==> config.mk <==
export PLATFORM = sky130hd
export DESIGN_NAME = rlv_txn
export DESIGN_NICKNAME = d
export VERILOG_FILES = /design/src/verilog/rlv_txn.v
export VERILOG_INCLUDE_DIRS = /design/src /design/src/pkg
export SDC_FILE = /design/constraint.sdc
export NUM_CORES = 1
export LEC_CHECK = 0
export ABC_AREA = 1
export BUFFER_PORTS_ARGS = -buffer_cell sky130_fd_sc_hd__clkbuf_2
export CAP_MARGIN = 20
export CORE_UTILIZATION = 30
export CTS_BUF_LIST = sky130_fd_sc_hd__clkbuf_4
export DETAILED_ROUTE_END_ITERATION = 8
export PLACE_DENSITY = 0.52
export SLEW_MARGIN = 15
export SYNTH_ARGS = -nofsm -noshare
export SYNTH_HDL_FRONTEND = slang
export SYNTH_SLANG_ARGS = --single-unit
export TNS_END_PERCENT = 100
==> constraint.sdc <==
create_clock -name i_sys_clk -period 2.22 [get_ports i_sys_clk]
set_clock_uncertainty 0.05 [all_clocks]
set_input_delay 0.222 -clock i_sys_clk [delete_from_list [all_inputs] [get_ports i_sys_clk]]
set_output_delay 0.222 -clock i_sys_clk [all_outputs]
set_load 0.05 [all_outputs]
==> src/pkg/rlv_regs.vh <==
`ifndef RLV_REGS_VH
`define RLV_REGS_VH
// register word offsets
`define RLV_A_CTRL   4'h0
`define RLV_A_STAT   4'h1
`define RLV_A_HW1    4'h2
`define RLV_A_HW2    4'h3
`define RLV_A_HW3    4'h4
`define RLV_A_HW4    4'h5
`define RLV_A_SUM    4'h6
`define RLV_A_CNT    4'h7
// control bits
`define RLV_C_GO     0
`define RLV_C_VFY    1
// status bits
`define RLV_S_ACT    0
`define RLV_S_DONE   1
`define RLV_S_ECSUM  2
`define RLV_S_ECNT   3
`define RLV_S_EHDR   4
`define RLV_S_EBUS   5
`define RLV_S_JUMP   6
// subaddresses and word counts (0 means 32)
`define RLV_SA_HDR   5'h14
`define RLV_SA_DATA  5'h15
`define RLV_SA_TRL   5'h16
`define RLV_WC_HDR   5'h04
`define RLV_WC_TRL   5'h02
`define RLV_WC_FULL  5'h00
// header fields
`define RLV_TM_HI    15
`define RLV_TM_LO    14
`define RLV_HT_HI    13
`define RLV_HT_LO    12
`define RLV_BTC_HI   11
`define RLV_PG_LO    3
`define RLV_TC_HI    1
`define RLV_TM_NONE  2'h0
`define RLV_TM_8     2'h1
`define RLV_TM_32    2'h3
`define RLV_HT_WORDS 2'h0
`define RLV_HT_MSGS  2'h1
`define RLV_TC_JUMP  2'h2
`define RLV_TC_BAD   2'h3
// counts
`define RLV_BTC_MAX  13'h1000
`define RLV_PG_MAX   13'h0800
`define RLV_MSG_SH   5
`define RLV_MSG_M1   13'h001f
`define RLV_LO8      16'h00ff
`endif

==> src/verilog/rlv_txn.v <==
`timescale 1ns/1ns
// Overview of operation
// - word1 bits 14-15 select transfer kind
// - no-transfer header ignores count and address
// - eight-bit kind keeps only bits 0-7
// - 32-bit kind: odd word low, even high
// - bits 12-13 header kind, words or messages
// - zero buffer count means 4096
// - word-count data in 32-word messages
// - paged 8/16-bit message count max 2048
// - word2 is low load address
// - entry address only from no-transfer header
// - word4 bits 3-15 are page bits
// - word4 bits 0-1 control handoff code
// - jump after trailer with verified data, or on execute input
// - activity request starts header command
// - load data by transmit subaddress 15h
// - busy load status: reissue same command
// - verify data sent on receive subaddress 15h
// - busy verify: resend identical words
// - trailer by transmit subaddress 16h
// - header by transmit subaddress 14h
// - sixteen-bit checksum over all words but the checksum word
`include "rlv_regs.vh"
module rlv_txn #(
   parameter AW = 29
) (
   // clock and reset
   input  wire          i_sys_clk,
   input  wire          i_rstn,
   // avalon-mm slave
   input  wire [3:0]    i_avs_address,
   input  wire          i_avs_read,
   input  wire          i_avs_write,
   input  wire [31:0]   i_avs_writedata,
   output reg  [31:0]   o_avs_readdata,
   output reg           o_avs_waitrequest,
   // 1553 message engine
   input  wire          i_act_req,
   output reg           o_cmd_valid,
   output reg  [4:0]    o_cmd_sa,
   output reg           o_cmd_tr,
   output reg  [4:0]    o_cmd_wc,
   input  wire          i_rx_valid,
   input  wire [15:0]   i_rx_data,
   input  wire          i_tx_req,
   output reg  [15:0]   o_tx_data,
   input  wire          i_msg_done,
   input  wire          i_msg_busy,
   input  wire          i_msg_err,
   input  wire          i_busy_clr,
   // unit memory
   output reg  [AW-1:0] o_mem_addr,
   input  wire [15:0]   i_mem_rdata,
   output reg           o_wr_valid,
   output reg           o_wr_wide,
   output reg  [AW-1:0] o_wr_addr,
   output reg  [31:0]   o_wr_data,
   // execution handoff
   input  wire          i_exec,
   output reg           o_jump_valid,
   output reg  [AW-1:0] o_jump_addr
);

   localparam [2:0] S_IDLE = 3'd0;
   localparam [2:0] S_HCMD = 3'd1;
   localparam [2:0] S_HRX  = 3'd2;
   localparam [2:0] S_DCMD = 3'd3;
   localparam [2:0] S_DXF  = 3'd4;
   localparam [2:0] S_BUSY = 3'd5;
   localparam [2:0] S_TCMD = 3'd6;
   localparam [2:0] S_TRX  = 3'd7;

   function [12:0] btc_exp;
      input [15:0] w;
      begin
         if (w[`RLV_BTC_HI:0] == 12'h000) begin
            btc_exp = `RLV_BTC_MAX;
         end else begin
            btc_exp = {1'b0, w[`RLV_BTC_HI:0]};
         end
      end
   endfunction

   function [AW-1:0] page_addr;
      input [15:0] pg;
      input [15:0] lo;
      begin
         page_addr = {pg[15:`RLV_PG_LO], lo};
      end
   endfunction

   reg [2:0]    state_r;
   reg [2:0]    ret_r;
   reg          vfy_r;
   reg [15:0]   hw_r [0:3];
   reg [1:0]    hidx_r;
   reg [15:0]   sum_r;
   reg [15:0]   msum_r;
   reg [12:0]   msgs_r;
   reg [12:0]   wleft_r;
   reg [17:0]   cnt_r;
   reg [17:0]   mcnt_r;
   reg [17:0]   exp_r;
   reg [AW-1:0] maddr_r;
   reg          odd_r;
   reg [15:0]   lo_r;
   reg          tidx_r;
   reg [15:0]   csum_r;
   reg [AW-1:0] entry_r;
   reg [6:1]    stat_r;
   reg [4:0]    wc_r;

   wire [1:0]   tm  = hw_r[0][`RLV_TM_HI:`RLV_TM_LO];
   wire [1:0]   ht  = hw_r[0][`RLV_HT_HI:`RLV_HT_LO];
   wire [1:0]   tc  = hw_r[3][`RLV_TC_HI:0];
   wire [12:0]  btc = btc_exp(hw_r[0]);
   wire         pg_used = (hw_r[3][15:`RLV_PG_LO] != 13'h0000);
   wire [12:0]  wc_full = `RLV_MSG_M1 + 13'h0001;

   // header validity after the fourth word
   reg          hdr_bad;
   always @* begin
      hdr_bad = 1'b0;
      if (ht != `RLV_HT_WORDS && ht != `RLV_HT_MSGS) begin
         hdr_bad = 1'b1;
      end
      if (tc == `RLV_TC_BAD) begin
         hdr_bad = 1'b1;
      end
      if (ht == `RLV_HT_MSGS && tm != `RLV_TM_32 && pg_used && btc > `RLV_PG_MAX) begin
         hdr_bad = 1'b1;
      end
   end

   wire        bus_req = (i_avs_read | i_avs_write) & o_avs_waitrequest;
   wire        wr_ack  = i_avs_write & ~o_avs_waitrequest;
   wire        go      = (wr_ack && i_avs_address == `RLV_A_CTRL &&
                          i_avs_writedata[`RLV_C_GO]) | i_act_req;
   wire [6:1]  clr     = (wr_ack && i_avs_address == `RLV_A_STAT) ?
                         i_avs_writedata[6:1] : 6'h00;
   reg  [31:0] rdata;

   always @* begin
      if (i_avs_address == `RLV_A_CTRL) begin
         rdata = {30'h0, vfy_r, 1'b0};
      end else if (i_avs_address == `RLV_A_STAT) begin
         rdata = {25'h0, stat_r, state_r != S_IDLE};
      end else if (i_avs_address == `RLV_A_HW1) begin
         rdata = {16'h0, hw_r[0]};
      end else if (i_avs_address == `RLV_A_HW2) begin
         rdata = {16'h0, hw_r[1]};
      end else if (i_avs_address == `RLV_A_HW3) begin
         rdata = {16'h0, hw_r[2]};
      end else if (i_avs_address == `RLV_A_HW4) begin
         rdata = {16'h0, hw_r[3]};
      end else if (i_avs_address == `RLV_A_SUM) begin
         rdata = {16'h0, sum_r};
      end else if (i_avs_address == `RLV_A_CNT) begin
         rdata = {14'h0, cnt_r};
      end else begin
         rdata = 32'h0;
      end
   end

   // bus slave: one wait cycle, answer on the second
   always @(posedge i_sys_clk or negedge i_rstn) begin
      if (!i_rstn) begin
         o_avs_waitrequest <= 1'b1;
         o_avs_readdata    <= 32'h0;
         vfy_r             <= 1'b0;
      end else begin
         o_avs_waitrequest <= ~bus_req;
         if (bus_req) begin
            o_avs_readdata <= rdata;
         end
         if (wr_ack && i_avs_address == `RLV_A_CTRL) begin
            vfy_r <= i_avs_writedata[`RLV_C_VFY];
         end
      end
   end

   // transaction sequencer
   always @(posedge i_sys_clk or negedge i_rstn) begin
      if (!i_rstn) begin
         state_r      <= S_IDLE;
         ret_r        <= S_IDLE;
         hw_r[0]      <= 16'h0;
         hw_r[1]      <= 16'h0;
         hw_r[2]      <= 16'h0;
         hw_r[3]      <= 16'h0;
         hidx_r       <= 2'h0;
         sum_r        <= 16'h0;
         msum_r       <= 16'h0;
         msgs_r       <= 13'h0;
         wleft_r      <= 13'h0;
         cnt_r        <= 18'h0;
         mcnt_r       <= 18'h0;
         exp_r        <= 18'h0;
         maddr_r      <= {AW{1'b0}};
         odd_r        <= 1'b1;
         lo_r         <= 16'h0;
         tidx_r       <= 1'b0;
         csum_r       <= 16'h0;
         entry_r      <= {AW{1'b0}};
         stat_r       <= 6'h00;
         wc_r         <= 5'h0;
         o_cmd_valid  <= 1'b0;
         o_cmd_sa     <= 5'h0;
         o_cmd_tr     <= 1'b0;
         o_cmd_wc     <= 5'h0;
         o_tx_data    <= 16'h0;
         o_mem_addr   <= {AW{1'b0}};
         o_wr_valid   <= 1'b0;
         o_wr_wide    <= 1'b0;
         o_wr_addr    <= {AW{1'b0}};
         o_wr_data    <= 32'h0;
         o_jump_valid <= 1'b0;
         o_jump_addr  <= {AW{1'b0}};
      end else begin
         o_cmd_valid  <= 1'b0;
         o_wr_valid   <= 1'b0;
         o_jump_valid <= 1'b0;
         // sticky status: later bit sets override this clear
         stat_r <= stat_r & ~clr;
         if (i_exec) begin
            o_jump_valid <= 1'b1;
            o_jump_addr  <= entry_r;
            stat_r[`RLV_S_JUMP] <= 1'b1;
         end
         case (state_r)
            S_IDLE: begin
               if (go) begin
                  sum_r   <= 16'h0;
                  cnt_r   <= 18'h0;
                  hidx_r  <= 2'h0;
                  tidx_r  <= 1'b0;
                  odd_r   <= 1'b1;
                  state_r <= S_HCMD;
               end
            end
            S_HCMD: begin
               o_cmd_valid <= 1'b1;
               o_cmd_sa    <= `RLV_SA_HDR;
               o_cmd_tr    <= 1'b1;
               o_cmd_wc    <= `RLV_WC_HDR;
               msum_r      <= sum_r;
               ret_r       <= S_HCMD;
               state_r     <= S_HRX;
            end
            S_HRX: begin
               if (i_rx_valid) begin
                  hw_r[hidx_r] <= i_rx_data;
                  hidx_r       <= hidx_r + 2'h1;
                  sum_r        <= sum_r + i_rx_data;
               end
               if (i_msg_done) begin
                  if (i_msg_err) begin
                     stat_r[`RLV_S_EBUS] <= 1'b1;
                     state_r <= S_IDLE;
                  end else if (i_msg_busy) begin
                     sum_r   <= msum_r;
                     hidx_r  <= 2'h0;
                     state_r <= S_BUSY;
                  end else if (tm == `RLV_TM_NONE) begin
                     entry_r <= page_addr(hw_r[3], hw_r[2]);
                     exp_r   <= 18'h0;
                     state_r <= S_TCMD;
                  end else if (hdr_bad) begin
                     stat_r[`RLV_S_EHDR] <= 1'b1;
                     exp_r   <= 18'h0;
                     state_r <= S_TCMD;
                  end else begin
                     o_mem_addr <= page_addr(hw_r[3], hw_r[1]);
                     o_wr_addr  <= page_addr(hw_r[3], hw_r[1]);
                     wleft_r    <= btc;
                     if (ht == `RLV_HT_WORDS) begin
                        msgs_r <= (btc + `RLV_MSG_M1) >> `RLV_MSG_SH;
                        exp_r  <= {5'h00, btc};
                     end else begin
                        msgs_r <= btc;
                        exp_r  <= {btc, 5'h00};
                     end
                     state_r <= S_DCMD;
                  end
               end
            end
            S_DCMD: begin
               o_cmd_valid <= 1'b1;
               o_cmd_sa    <= `RLV_SA_DATA;
               o_cmd_tr    <= ~vfy_r;
               if (ht == `RLV_HT_WORDS && wleft_r < wc_full) begin
                  o_cmd_wc <= wleft_r[4:0];
                  wc_r     <= wleft_r[4:0];
               end else begin
                  o_cmd_wc <= `RLV_WC_FULL;
                  wc_r     <= `RLV_WC_FULL;
               end
               msum_r  <= sum_r;
               mcnt_r  <= cnt_r;
               maddr_r <= o_mem_addr;
               ret_r   <= S_DCMD;
               state_r <= S_DXF;
            end
            S_DXF: begin
               if (!vfy_r && i_rx_valid) begin
                  sum_r <= sum_r + i_rx_data;
                  cnt_r <= cnt_r + 18'h1;
                  // odd word low, even word high
                  if (tm == `RLV_TM_32) begin
                     odd_r <= ~odd_r;
                     lo_r  <= i_rx_data;
                     if (!odd_r) begin
                        o_wr_valid <= 1'b1;
                        o_wr_wide  <= 1'b1;
                        o_wr_data  <= {i_rx_data, lo_r};
                     end
                  end else begin
                     o_wr_valid <= 1'b1;
                     o_wr_wide  <= 1'b0;
                     if (tm == `RLV_TM_8) begin
                        o_wr_data <= {16'h0, i_rx_data & `RLV_LO8};
                     end else begin
                        o_wr_data <= {16'h0, i_rx_data};
                     end
                  end
                  if (o_wr_valid) begin
                     o_wr_addr <= o_wr_addr + {{(AW-1){1'b0}}, 1'b1};
                  end
               end else if (o_wr_valid) begin
                  o_wr_addr <= o_wr_addr + {{(AW-1){1'b0}}, 1'b1};
               end
               if (vfy_r && i_tx_req) begin
                  o_tx_data  <= i_mem_rdata;
                  sum_r      <= sum_r + i_mem_rdata;
                  cnt_r      <= cnt_r + 18'h1;
                  o_mem_addr <= o_mem_addr + {{(AW-1){1'b0}}, 1'b1};
               end
               if (i_msg_done) begin
                  if (i_msg_err) begin
                     stat_r[`RLV_S_EBUS] <= 1'b1;
                     state_r <= S_IDLE;
                  end else if (i_msg_busy) begin
                     sum_r      <= msum_r;
                     cnt_r      <= mcnt_r;
                     o_mem_addr <= maddr_r;
                     state_r    <= S_BUSY;
                  end else begin
                     msgs_r  <= msgs_r - 13'h1;
                     // a word count of zero stands for a full message
                     if (wc_r == `RLV_WC_FULL) begin
                        wleft_r <= wleft_r - wc_full;
                     end else begin
                        wleft_r <= wleft_r - {8'h00, wc_r};
                     end
                     if (msgs_r == 13'h1) begin
                        state_r <= S_TCMD;
                     end else begin
                        state_r <= S_DCMD;
                     end
                  end
               end
            end
            S_BUSY: begin
               if (i_busy_clr) begin
                  state_r <= ret_r;
               end
            end
            S_TCMD: begin
               o_cmd_valid <= 1'b1;
               o_cmd_sa    <= `RLV_SA_TRL;
               o_cmd_tr    <= 1'b1;
               o_cmd_wc    <= `RLV_WC_TRL;
               msum_r      <= sum_r;
               tidx_r      <= 1'b0;
               ret_r       <= S_TCMD;
               state_r     <= S_TRX;
            end
            default: begin
               if (i_rx_valid) begin
                  tidx_r <= 1'b1;
                  if (!tidx_r) begin
                     sum_r <= sum_r + i_rx_data;
                  end else begin
                     csum_r <= i_rx_data;
                  end
               end
               if (i_msg_done) begin
                  state_r <= S_IDLE;
                  if (i_msg_err) begin
                     stat_r[`RLV_S_EBUS] <= 1'b1;
                  end else if (i_msg_busy) begin
                     sum_r   <= msum_r;
                     state_r <= S_BUSY;
                  end else begin
                     stat_r[`RLV_S_DONE] <= 1'b1;
                     if (sum_r != csum_r) begin
                        stat_r[`RLV_S_ECSUM] <= 1'b1;
                     end
                     if (cnt_r != exp_r) begin
                        stat_r[`RLV_S_ECNT] <= 1'b1;
                     end
                     if (tc == `RLV_TC_JUMP && sum_r == csum_r && cnt_r == exp_r &&
                         !stat_r[`RLV_S_EHDR]) begin
                        o_jump_valid <= 1'b1;
                        o_jump_addr  <= entry_r;
                        stat_r[`RLV_S_JUMP] <= 1'b1;
                     end
                  end
               end
            end
         endcase
      end
   end

endmodule // rlv_txn
==> metrics.txt <==
dpl cell area=0.0300 sq mm; Iter 0 DRT Violations=2062; final WL=101000 microns; power per standard cell area=1370 mW/mm^2; Routed WL per cell=19.3 microns; post-route cell area=0.0339 sq mm; CTS Buf Count=138; register area share after synthesis=44.7%; vias in the first global route=24400; kind of critical path=flop to flop; number of cell rows=106; mean post-synth cell area=7.61 sq um; P_int=23.8 mW; Max-Cap Viols=0; RSZ-0062 raised after global routing=yes; final worst slack=-0.0933 ns; clock power share=17.5%; CP Max Fanout=4; total clock sinks=454; Switching Share=48.8%; Antenna Nets Post-Route=0; area share of the largest cell type after synthesis=44.5%; Hold Path Depth=4; max-slew violations=0; f_max=432 MHz; setup TNS=-0.238 ns; register-to-register setup slack=-0.09 ns; Core Area=0.0837 sq mm; Clock Pin Slew Worst Setup and Hold Paths=0.07 ns; first-pass GRT wire length=150000 microns; critical path required time=3.05 ns; primary flip-flop cell chosen by synthesis mapping=dfrtp_1; non-filler cells in the finished layout=5228; RR Endpoint=sum_r[5]; CP Data Arrival Time=3.14 ns; Worst R2R Start=sum_r[4]; Vias=25600; Leakage=16.5 nW; failing checks=negative setup slack; Final Critical Period=2.31 ns; Hold Crit Start=i_rx_valid; synth unique cells=67; CTS H-Tree Depth=4; CTS root buf=clkbuf_4; Synth area leader=dfrtp_1; share of layout cells above drive strength 1=26.3%; final net count=4126; TritonCTS clock tree=done; Tcrit/Tclk final=104%; Yosys warning count=0; count leader, synth=nand2_1; router iterations before antenna repair=5; Starting Density=30.4%; port buffer count=222; Hold Path Sink=hidx_r[0]; Slew @ Worst Pin=0.790 ns; clk_lat worst skew=1.04 ns; CP top delay family=simple AND/OR/NAND/NOR gates; most common library cells after synthesis=972 x nand2_1, 452 x dfrtp_1, 410 x o21ai_0; Synth async-reset ratio=100%; Flop pwr share=28.6%; cell count after synthesis=3342; # DRC=0; peak supply drop=784 uV; Comb pwr share=53.9%; min-delay worst type=primary input to flop; Ports=263; Area contributors post-synth=dfrtp_1 44%, nand2_1 14%, o21ai_0 8.1%; sequence of cells on the critical path=buf_4, ha_4, nand2_1, nor2_1, nand2_1, nand3b_1, xnor2_1, buf_4, nand2_1, nand2_1, nand3_1, nand2_1, a22oi_2, buf_4; largest net degree at the start of global routing=80; status=finished with violations; EDFF count, synth=0; Die W=293 microns; Die Area=0.0859 sq mm; Final Hold Fails=0; detail-routed via count per cell=4.91; Yosys reg bits=454; endpoints failing setup=12; Tot GR Track Use=23.0%; CP max stage cell=dfrtp_1; Layout area overhead=33.3%; Post-Place Setup Slack=-0.289 ns; GPL Wtd Cong=0.922; Worst Path Buf+Inv=3; Psw=22.7 mW; Rel. slew slack=47.3%; DP Wirelength=72600 microns; Overflow after GRT=0; die span in y=293 microns; Worst path most repeated cell=nand2_1; Startpoint Class=flop; max incr delay on CP=0.40 ns; Max Root-Sink Buffers=3; Mapped Area=0.0254 sq mm; R2R cell count=14; Placed Instances=4879; initial antenna violation count=8; Crit. End Element=flop
## cell families after synthesis
kind of cell | count (synthesis) | share of synthesized area (%)
compound gates | 741 | 16.1
buf+inv | 512 | 8.37
simple gates | 1494 | 25.1
fa+ha+maj | 48 | 2.45
xor+xnor | 75 | 2.58
flops | 454 | 44.7
mux | 17 | 0.753
other cells | 1 | 0.0148
## power by group through the flow
stage          combinational (mW)  sequential (mW)  clock, mW
6_report                     25.0             13.3       8.14
5_1_grt                      27.2             13.6       8.85
4_1_cts                      23.4             13.3       8.39
3_5_place_dp                 22.7             13.4          0
3_3_place_gp                 22.6             13.3          0
2_1_floorplan                11.1             16.0          0
## metal layers
metal | wire [microns] | GRT usage (%)
met5 | 26 | 0
met4 | 3560 | 9.42
met3 | 6740 | 4.91
met2 | 45100 | 35.4
met1 | 45700 | 31.3
## registers in the layout, summed over array words and instances (netlist names), 5 cells and up
| name | flops |
|---|---|
| cnt_r | 18 |
| sum_r | 16 |
| o_wr_addr | 29 |
| o_tx_data | 16 |
| maddr_r | 29 |
| o_wr_data | 32 |
| o_mem_addr | 29 |
| wleft_r | 13 |
| msum_r | 16 |
| wc_r | 5 |
| hw_r | 62 |
| csum_r | 16 |
| entry_r | 29 |
| mcnt_r | 18 |
| msgs_r | 13 |
| exp_r | 18 |
| stat_r | 6 |
| o_cmd_wc | 5 |
| o_jump_addr | 29 |
| o_avs_readdata | 18 |
| lo_r | 16 |
## area by class of cell
| class | instances | area [sq um] |
|---|---|---|
| Fill cell | 8720 | 49800 |
| Multi-Input combinational cell | 2391 | 12900 |
| Sequential cell | 454 | 11400 |
| Timing Repair Buffer | 657 | 5130 |
| Tap cell | 1134 | 1420 |
| Clock buffer | 188 | 1410 |
| Inverter | 356 | 1370 |
| Clock inverter | 40 | 241 |
| Antenna cell | 8 | 20.0 |
## worst max-delay path by stage
stage	depth (start not counted)	start	slack (ns)	endpoint
2_1_floorplan	11	o_mem_addr[1]	0.02	o_mem_addr[26]
3_3_place_gp	11	sum_r[12]	-0.29	o_jump_addr[15]
3_5_place_dp	10	sum_r[12]	-0.29	stat_r[6]
4_1_cts	14	sum_r[4]	-0.12	o_jump_addr[1]
5_1_grt	14	sum_r[4]	-0.19	sum_r[5]
6_report	14	sum_r[4]	-0.09	sum_r[5]
## worst min-delay path, cell delays in order
cell and delay (ns):
dlygate4sd3_1 0.52, clkbuf_2 0.23, xnor2_1 0.14, o22ai_1 0.07
## stage by stage
stage | utilization (%) | hold slack, ns | power, mW
3_5_place_dp | 35.8 | 0.104 | 36.1
3_3_place_gp | 35.8 | 0.106 | 36.0
5_1_grt | 40.5 | 0.117 | 49.6
6_report | 40.5 | 0.152 | 46.5
4_1_cts | 39.3 | 0.0414 | 45.0
2_1_floorplan | - | -0.124 | 27.2
## what timing repair did
action / in CTS / in global routing
cloned: 1 / 9
gates resized for setup: 57 / 230
pin swaps: 12 / 47
hold buffers: 87 / 0
hold endpoints to repair: 723 / 0
endpoints found under the setup margin: 49 / 143
buffers inserted: 8 / 15
## placed cells by master (no fill, tap or decap), drive strengths merged, types with 6 or more instances in the layout
cell type and instances:
o21ai 446, inv 353, o311ai 8, dlygate4sd3 86, or2 10, nand3 154
clkbuf 413, xnor2 18, a21oi 138, nand2 982, o211ai 45, diode 8
ha 45, mux2 17, nand4 39, nor3 44, a221oi 7, dfrtp 452
buf 346, a31oi 8, conb 15, nand3b 33, o31ai 6, o22ai 47
nor4 13, xor2 57, clkinv 39, nor2 216
Note: power is estimated with default switching activity, not from simulation.
